==> src/async_serial_transceiver_regs.svh <==
// constants of the serial transceiver
`ifndef ASYNC_SERIAL_TRANSCEIVER_REGS_SVH
`define ASYNC_SERIAL_TRANSCEIVER_REGS_SVH
`define DATA_BITS        4'h8
`define LAST_DATA_INDEX  3'h7
`define DIVIDER_RESET    16'h0001
`define CTS_SAMPLE_LEAD  1
`define MP_ALL_ADDR      2'h1
`define MP_MATCH_ADDR    2'h2
`define MP_DATA_ONLY     2'h3
`endif

==> src/async_serial_transceiver_pkg.sv <==
// types of the serial transceiver
package async_serial_transceiver_pkg;
  typedef enum logic [2:0] {
    ser_idle   = 3'b000,
    ser_start  = 3'b001,
    ser_data   = 3'b010,
    ser_ninth  = 3'b011,
    ser_stop1  = 3'b100,
    ser_stop2  = 3'b101
  } ser_state_type;
endpackage

==> src/async_serial_transceiver.sv <==
// full-duplex asynchronous serial transceiver
// Function
// eight data bits, least significant first
// low start bit, one or two stops
// optional even or odd parity
// shared baud rate and format
// sixteen-bit divisor from two bytes
// divider doubles as general timer
// separate transmit and receive enables
// separate transmit and receive interrupts
// flag framing, parity, overrun, break
// driver enable during transmission
// parity only outside ninth-bit mode
// flow enable selects clear-to-send obedience
// holding free flag shows register empty
// written byte moves to shifter automatically
// transmit interrupt while holding register free
// ninth-bit mode, three receive interrupt schemes
// software sets address bit before write
// software writes only when holding free
// address flag after data, before stops
// clear-to-send sampled one clock ahead
// started character always finishes; here it pauses mid-character while tx_enable is low
// data available shows received byte
// idle line high, load between characters
// falling edge start, mid-bit sampling
`include "async_serial_transceiver_regs.svh"
module async_serial_transceiver
  import async_serial_transceiver_pkg::*;
(
  input  wire logic       clk_sys,
  input  wire logic       reset_n,
  input  wire logic       tx_enable,
  input  wire logic       rx_enable,
  input  wire logic       parity_enable,
  input  wire logic       parity_select,
  input  wire logic       two_stop_bits,
  input  wire logic       cts_flow_enable,
  input  wire logic       ninth_bit_mode_enable,
  input  wire logic [1:0] mp_mode_select,
  input  wire logic [7:0] mp_address,
  input  wire logic       tx_addr_bit,
  input  wire logic       timer_mode,
  input  wire logic [7:0] divisor_high,
  input  wire logic [7:0] divisor_low,
  input  wire logic [7:0] tx_data,
  input  wire logic       tx_write,
  input  wire logic       rx_read,
  input  wire logic       status_clear,
  input  wire logic       tx_irq_enable,
  input  wire logic       rx_irq_enable,
  input  wire logic       cts_n,
  input  wire logic       rxd,
  output logic            txd,
  output logic            driver_enable,
  output logic            tx_holding_free,
  output logic            tx_idle,
  output logic            rx_data_available,
  output logic [7:0]      rx_data,
  output logic            rx_addr_flag,
  output logic            rx_new_frame,
  output logic            framing_error,
  output logic            parity_error,
  output logic            overrun_error,
  output logic            break_detect,
  output logic            timer_expired,
  output logic            tx_irq,
  output logic            rx_irq
);
  // ====================================================================
  // baud timing
  logic [15:0] divisor;
  logic        bit_tick;
  logic        os_tick;
  logic        tx_run;
  logic        tx_restart;
  logic        rx_run;

  assign divisor = {divisor_high, divisor_low};

  // divisor counts one whole bit period; receiver uses a 16x copy
  baud_tick_gen u_tx_tick (
    .clk_sys (clk_sys),
    .reset_n (reset_n),
    .run     (tx_run),
    .restart (tx_restart),
    .divisor (divisor),
    .tick    (bit_tick)
  );

  baud_tick_gen u_rx_tick (
    .clk_sys (clk_sys),
    .reset_n (reset_n),
    .run     (rx_run),
    .restart (1'b0),
    .divisor ({4'h0, divisor[15:4]}),
    .tick    (os_tick)
  );

  // ====================================================================
  // timer mode
  logic timer_reg;

  // in timer mode the transmit divider free-runs and raises a pulse
  always_ff @(posedge clk_sys or negedge reset_n) begin
    if (!reset_n) begin
      timer_reg <= 1'b0;
    end else begin
      timer_reg <= timer_mode && bit_tick;
    end
  end
  assign timer_expired = timer_reg;

  // ====================================================================
  // transmitter
  ser_state_type tx_state_reg;
  logic [7:0]    hold_reg;
  logic          hold_full_reg;
  logic          hold_addr_reg;
  logic [7:0]    tx_shift_reg;
  logic          tx_ninth_reg;
  logic [2:0]    tx_index_reg;
  logic          txd_reg;
  logic          cts_ok_reg;
  logic          ninth_used;
  logic          tx_start;

  assign ninth_used = ninth_bit_mode_enable || parity_enable;
  assign tx_run     = timer_mode || (tx_enable && tx_state_reg != ser_idle);
  assign tx_start   = !timer_mode && tx_enable && hold_full_reg
                      && tx_state_reg == ser_idle && cts_ok_reg;
  assign tx_restart = tx_start;

  // clear-to-send registered so it is taken one clock before start
  always_ff @(posedge clk_sys or negedge reset_n) begin
    if (!reset_n) begin
      cts_ok_reg <= 1'b0;
    end else begin
      cts_ok_reg <= !cts_flow_enable || !cts_n;
    end
  end

  // holding register, refilled by software, drained by the shifter
  always_ff @(posedge clk_sys or negedge reset_n) begin
    if (!reset_n) begin
      hold_reg      <= 8'h00;
      hold_full_reg <= 1'b0;
      hold_addr_reg <= 1'b0;
    end else if (tx_write) begin
      hold_reg      <= tx_data;
      hold_full_reg <= 1'b1;
      hold_addr_reg <= tx_addr_bit;
    end else if (tx_start) begin
      hold_full_reg <= 1'b0;
    end
  end

  always_ff @(posedge clk_sys or negedge reset_n) begin
    if (!reset_n) begin
      tx_state_reg <= ser_idle;
      tx_shift_reg <= 8'h00;
      tx_ninth_reg <= 1'b0;
      tx_index_reg <= 3'h0;
      txd_reg      <= 1'b1;
    end else if (tx_start) begin
      tx_state_reg <= ser_start;
      tx_shift_reg <= hold_reg;
      tx_ninth_reg <= ninth_bit_mode_enable ? hold_addr_reg
                      : (^hold_reg) ^ parity_select;
      tx_index_reg <= 3'h0;
      txd_reg      <= 1'b0;
    end else if (!tx_enable && tx_state_reg == ser_idle) begin
      txd_reg <= 1'b1;
    end else if (bit_tick) begin
      // once started a character runs to its end regardless of cts
      case (tx_state_reg)
        ser_start: begin
          tx_state_reg <= ser_data;
          txd_reg      <= tx_shift_reg[0];
        end
        ser_data: begin
          if (tx_index_reg == `LAST_DATA_INDEX) begin
            tx_state_reg <= ninth_used ? ser_ninth : ser_stop1;
            txd_reg      <= ninth_used ? tx_ninth_reg : 1'b1;
          end else begin
            tx_index_reg <= tx_index_reg + 3'h1;
            txd_reg      <= tx_shift_reg[tx_index_reg + 3'h1];
          end
        end
        ser_ninth: begin
          tx_state_reg <= ser_stop1;
          txd_reg      <= 1'b1;
        end
        ser_stop1: begin
          tx_state_reg <= two_stop_bits ? ser_stop2 : ser_idle;
          txd_reg      <= 1'b1;
        end
        default: begin
          tx_state_reg <= ser_idle;
          txd_reg      <= 1'b1;
        end
      endcase
    end
  end

  assign txd             = txd_reg;
  assign driver_enable   = tx_state_reg != ser_idle;
  assign tx_holding_free = !hold_full_reg;
  assign tx_idle         = tx_state_reg == ser_idle && !hold_full_reg;
  assign tx_irq          = tx_irq_enable && tx_enable && !hold_full_reg;

  // ====================================================================
  // receiver
  ser_state_type rx_state_reg;
  logic          rxd_last_reg;
  logic [3:0]    os_count_reg;
  logic [2:0]    rx_index_reg;
  logic [7:0]    rx_shift_reg;
  logic          rx_ninth_reg;
  logic          rx_zero_reg;
  logic          rx_done;
  logic          rx_stop_bad;
  logic          rx_par_bad;
  logic          rx_accept;
  logic          frame_match_reg;
  logic          new_frame_pend_reg;
  logic          mid_bit;

  assign rx_run  = rx_enable && rx_state_reg != ser_idle;
  assign mid_bit = os_tick && os_count_reg == 4'h7;

  always_ff @(posedge clk_sys or negedge reset_n) begin
    if (!reset_n) begin
      rxd_last_reg <= 1'b1;
    end else begin
      rxd_last_reg <= rxd;
    end
  end

  // start found on a falling edge, then each bit sampled mid-period
  always_ff @(posedge clk_sys or negedge reset_n) begin
    if (!reset_n) begin
      rx_state_reg <= ser_idle;
      os_count_reg <= 4'h0;
      rx_index_reg <= 3'h0;
      rx_shift_reg <= 8'h00;
      rx_ninth_reg <= 1'b0;
      rx_zero_reg  <= 1'b1;
    end else if (!rx_enable) begin
      rx_state_reg <= ser_idle;
    end else if (rx_state_reg == ser_idle) begin
      if (rxd_last_reg && !rxd) begin
        rx_state_reg <= ser_start;
        os_count_reg <= 4'h0;
      end
    end else if (os_tick) begin
      os_count_reg <= os_count_reg + 4'h1;
      if (os_count_reg == 4'h7) begin
        case (rx_state_reg)
          ser_start: begin
            rx_state_reg <= rxd ? ser_idle : ser_data;
            rx_index_reg <= 3'h0;
            rx_zero_reg  <= 1'b1;
          end
          ser_data: begin
            rx_shift_reg <= {rxd, rx_shift_reg[7:1]};
            rx_zero_reg  <= rx_zero_reg && !rxd;
            if (rx_index_reg == `LAST_DATA_INDEX) begin
              rx_state_reg <= ninth_used ? ser_ninth : ser_stop1;
            end
            rx_index_reg <= rx_index_reg + 3'h1;
          end
          ser_ninth: begin
            rx_ninth_reg <= rxd;
            rx_zero_reg  <= rx_zero_reg && !rxd;
            rx_state_reg <= ser_stop1;
          end
          default: begin
            rx_state_reg <= ser_idle;
          end
        endcase
      end
    end
  end

  assign rx_done     = mid_bit && rx_state_reg == ser_stop1 && rx_enable;
  assign rx_stop_bad = !rxd;
  assign rx_par_bad  = parity_enable && !ninth_bit_mode_enable
                       && ((^rx_shift_reg) ^ rx_ninth_reg ^ parity_select);

  // multiprocessor filtering of received characters
  always_comb begin
    rx_accept = 1'b1;
    if (ninth_bit_mode_enable) begin
      case (mp_mode_select)
        `MP_ALL_ADDR:   rx_accept = rx_ninth_reg;
        `MP_MATCH_ADDR: rx_accept = rx_ninth_reg ? (rx_shift_reg == mp_address)
                                    : frame_match_reg;
        `MP_DATA_ONLY:  rx_accept = !rx_ninth_reg && frame_match_reg;
        default:        rx_accept = 1'b1;
      endcase
    end
  end

  always_ff @(posedge clk_sys or negedge reset_n) begin
    if (!reset_n) begin
      frame_match_reg    <= 1'b0;
      new_frame_pend_reg <= 1'b0;
    end else if (rx_done && ninth_bit_mode_enable && rx_ninth_reg) begin
      frame_match_reg    <= mp_mode_select == `MP_DATA_ONLY
                            || rx_shift_reg == mp_address;
      new_frame_pend_reg <= 1'b1;
    end else if (rx_done && rx_accept) begin
      new_frame_pend_reg <= 1'b0;
    end
  end

  // receive holding register and error flags; a new event beats a clear
  always_ff @(posedge clk_sys or negedge reset_n) begin
    if (!reset_n) begin
      rx_data           <= 8'h00;
      rx_addr_flag      <= 1'b0;
      rx_new_frame      <= 1'b0;
      rx_data_available <= 1'b0;
      framing_error     <= 1'b0;
      parity_error      <= 1'b0;
      overrun_error     <= 1'b0;
      break_detect      <= 1'b0;
    end else if (rx_done && rx_accept) begin
      if (rx_data_available && !rx_read) begin
        overrun_error <= 1'b1;
      end else begin
        rx_data      <= rx_shift_reg;
        rx_addr_flag <= rx_ninth_reg;
        rx_new_frame <= new_frame_pend_reg && !rx_ninth_reg;
        overrun_error <= overrun_error && !status_clear;
      end
      rx_data_available <= 1'b1;
      framing_error     <= rx_stop_bad || (framing_error && !status_clear);
      parity_error      <= rx_par_bad || (parity_error && !status_clear);
      break_detect      <= (rx_stop_bad && rx_zero_reg)
                           || (break_detect && !status_clear);
    end else begin
      if (rx_read) begin
        rx_data_available <= 1'b0;
      end
      if (status_clear) begin
        framing_error <= 1'b0;
        parity_error  <= 1'b0;
        overrun_error <= 1'b0;
        break_detect  <= 1'b0;
      end
    end
  end

  assign rx_irq = rx_irq_enable && (rx_data_available || framing_error
                  || parity_error || overrun_error || break_detect);
endmodule

==> src/baud_tick_gen.sv <==
// baud rate divider, usable as general timer
`include "async_serial_transceiver_regs.svh"
module baud_tick_gen (
  input  wire logic        clk_sys,
  input  wire logic        reset_n,
  input  wire logic        run,
  input  wire logic        restart,
  input  wire logic [15:0] divisor,
  output logic             tick
);
  logic [15:0] count_reg;

  // counts down divisor system clocks per tick
  always_ff @(posedge clk_sys or negedge reset_n) begin
    if (!reset_n) begin
      count_reg <= `DIVIDER_RESET;
      tick      <= 1'b0;
    end else if (restart) begin
      // one count short: the consumer acts a clock after the tick
      count_reg <= (divisor <= 16'h0002) ? 16'h0001 : divisor - 16'h0001;
      tick      <= 1'b0;
    end else if (!run) begin
      count_reg <= (divisor == 16'h0000) ? 16'h0001 : divisor;
      tick      <= 1'b0;
    end else if (count_reg <= 16'h0001) begin
      count_reg <= (divisor == 16'h0000) ? 16'h0001 : divisor;
      tick      <= 1'b1;
    end else begin
      count_reg <= count_reg - 16'h0001;
      tick      <= 1'b0;
    end
  end
endmodule

==> config.mk <==
export PLATFORM = sky130hd
export DESIGN_NAME = async_serial_transceiver
export DESIGN_NICKNAME = d
export VERILOG_FILES = /design/src/async_serial_transceiver_pkg.sv /design/src/async_serial_transceiver.sv /design/src/baud_tick_gen.sv
export VERILOG_INCLUDE_DIRS = /design/src /design/src/src
export SDC_FILE = /design/constraint.sdc
export NUM_CORES = 1
export LEC_CHECK = 0
export ABC_CLOCK_PERIOD_IN_PS = 3700
export BUFFER_PORTS_ARGS = -buffer_cell sky130_fd_sc_hd__buf_2
export CAP_MARGIN = 0
export CORE_ASPECT_RATIO = 1.75
export CORE_MARGIN = 2
export CORE_UTILIZATION = 45
export CTS_BUF_LIST = sky130_fd_sc_hd__clkbuf_8 sky130_fd_sc_hd__clkbuf_16
export CTS_CLUSTER_SIZE = 16
export DETAILED_ROUTE_END_ITERATION = 6
export PLACE_DENSITY = 0.7
export RECOVER_POWER = 25
export SYNTH_ARGS = -nofsm -noshare
export SYNTH_HDL_FRONTEND = slang
export SYNTH_HIERARCHICAL = 1
export SYNTH_SLANG_ARGS = --single-unit
==> constraint.sdc <==
create_clock -name clk_sys -period 3.7 [get_ports clk_sys]
set_clock_uncertainty 0.2 [all_clocks]
set_input_delay 0.185 -clock clk_sys [delete_from_list [all_inputs] [get_ports clk_sys]]
set_output_delay 0.185 -clock clk_sys [all_outputs]
set_load 0.02 [all_outputs]
==> qor.yml <==
worstSetupStartpointType: "flop"
synth_area_leaders: "dfrtp_1, mux2_2, xor2_1, xnor2_1, nand2_1"
slowest_stage: "or3_1"
cts_sinks: 100
failed_checks: "capacitance limit, slew limit"
irDropWorstVdd_mv: 0.2370
first_pass_iters: 6
core_um2: 13450
drc_errors: 0
setup_viol: 0
diodes: 0
min_period_ps: 2861
final_common_cell: "dfrtp_1"
tritoncts: "built"
drv_slew: 38
max_slew.worst_pin.slew_ps: 1994
gp_congestion: 0.8944
rows: 56
p_per_area_nw_per_um2: 490.5
htree_levels: 3
syn_area_um2: 6212
post-cts-setup-buffer-count: 0
final_layout_size_suffix_gt1_share_pct: 21.15
antenna_found_initial: 0
drv_cap: 1
cts_buffers: 9
worstPathCellList: "or3_1 > nor4b_4 > nand2_1 > buf_4 > inv_1 > o21ai_1 > buf_4 > o41ai_1 > a211o_1"
grt_usage_pct: 20.02
place_area_um2: 6746
criticalPathCategory: "reg -> reg"
antenna_left: 0
max_stage_delay_ps: 500
outcome: "finished, violations left"
grt_max_degree: 41
vias: 5163
crit_required_ps: 3790
synthFlopType: "dfrtp_1"
routed_wl_um: 14570
async_flop_share_pct: 100.0
min_path_type: "in -> reg"
worst_path_most_repeated_cell: "buf_4"
ys_types: 77
crit_buf_inv: 3
dieArea_um2: 14800
setup_tns_ps: 0
nets: 788
clockBufferDepth: 2
synth_edf_count: 0
yosysTopAreaCell: "dfrtp_1"
routedWlPerCell_um: 16.15
grt_pass1_vias: 5285
critPathArrivalTime_ps: 2950
syn_inst: 618
fmax_ghz: 0.3495
drtIter0Drc: 270
cts-root-buf: "clkbuf_16"
synth_top_area_share_pct: 38.27
synth.avg_cell_area_um2: 10.05
synthToLayoutAreaGrowth_pct: 16.23
cp_top_family: "simple AND/OR/NAND/NOR gates"
finalInstanceArea_um2: 7221
fp.dieW_um: 92.82
synth_seq_cells: 100
hpwl_um: 11100
rsz0062_at_grt: "false"
die_y_um: 159.4
fin_util_pct: 53.67
overflow: 0
start_util_pct: 46.18
post_cts_resized: 0
leakagePower_nw: 3.222
most-common-layout-cells: "dfrtp_1, buf_2, nand2_1"
period_share_pct: 77.33
hold_viol_final: 0
clk_pin_slew_worst_paths_ps: 70
hold_slack_ps: 7.558
yosys_warnings: 6
portBuffers: 73
clock_latency_ps: 350
grt_pass1_wl_um: 24420
viasPerCell: 5.724
synth_seq_area_share_pct: 40.38
crit_fanout: 13
ios: 74
slew_headroom_pct: -32.92
cp-end-kind: "flop"
area by class of cell:
type / instances / area [um2]
Clock inverter: 5 / 28.78
Tap cell: 174 / 217.7
Fill cell: 1256 / 6232
Clock buffer: 11 / 252.7
Timing Repair Buffer: 100 / 605.6
Sequential cell: 100 / 2509
Inverter: 22 / 82.58
Multi-Input combinational cell: 490 / 3525
worst paths after layout:
kind / from / endpoint / slack [ps] / cells past startpoint
max: tx_state_reg[0] / u_tx_tick/count_reg[5] / 840 / 9
min: rx_enable / rx_state_reg[2] / 8 / 3
max reg2reg: tx_state_reg[0] / u_tx_tick/count_reg[5] / 840 / 9
min reg2reg: rx_zero_reg / rx_zero_reg / 290 / 2
max in group asynchronous: reset_n / rx_zero_reg / 1110 / 3
min in group asynchronous: reset_n / tx_shift_reg[5] / 740 / 2
routing by layer:
metal	vias up	GRT usage [%]	wire (um)
met4	0	8.422	378
met3	35	3.218	553
met2	155	37.85	8011
li1	2478	-	-
met5	-	0	0
met1	2495	21.40	5626
cell families (layout without fill, tap and decap cells):
group / after synthesis / in the layout / synth area share (%)
AND/OR/NAND/NOR: 221 / 221 / 20.18
AO/OA/AOI/OAI: 135 / 135 / 15.79
flip-flops: 100 / 100 / 40.38
XOR/XNOR: 54 / 54 / 7.835
buffers and inverters: 48 / 138 / 4.089
multiplexers: 46 / 46 / 9.043
adder cells (fa/ha/maj): 13 / 13 / 2.618
other: 1 / 21 / 0.06037
stage by stage:
stage / setup WS, ps / cells / total power, mW
2_1_floorplan: 1028 / 638 / 2.367
3_3_place_gp: 926.7 / 865 / 2.602
3_5_place_dp: 916.1 / 865 / 2.646
4_1_cts: 867.2 / 902 / 3.556
5_1_grt: 678.1 / 902 / 3.746
6_report: 838.6 / 902 / 3.542
worst register-to-register path, stage by stage, from the launching register on:
cell	delay (ps)
dfrtp_1	440
or3_1	500
nor4b_4	280
nand2_1	80
buf_4	200
inv_1	180
o21ai_1	200
buf_4	220
o41ai_1	350
a211o_1	150
power by group:
group / switching (mW) / internal, mW
combinational: 0.578 / 0.548
sequential: 0.226 / 1.31
clock: 0.394 / 0.488
total: 1.20 / 2.34
Yosys cell counts, types with 16 or more instances:
library cell / number
a21oi_1: 18
dfrtp_1: 95
inv_1: 22
mux2_2: 33
nand2_1: 49
nand3_1: 21
nor2_1: 44
nor3_1: 18
nor4_1: 16
o21ai_0: 25
xnor2_1: 26
xor2_1: 27
repair_timing:
action,CTS,global route
endpoints found under the setup margin,0,0
hold endpoints to repair,57,0
hold buffers,21,0
Power figures use the tool's default switching activity.
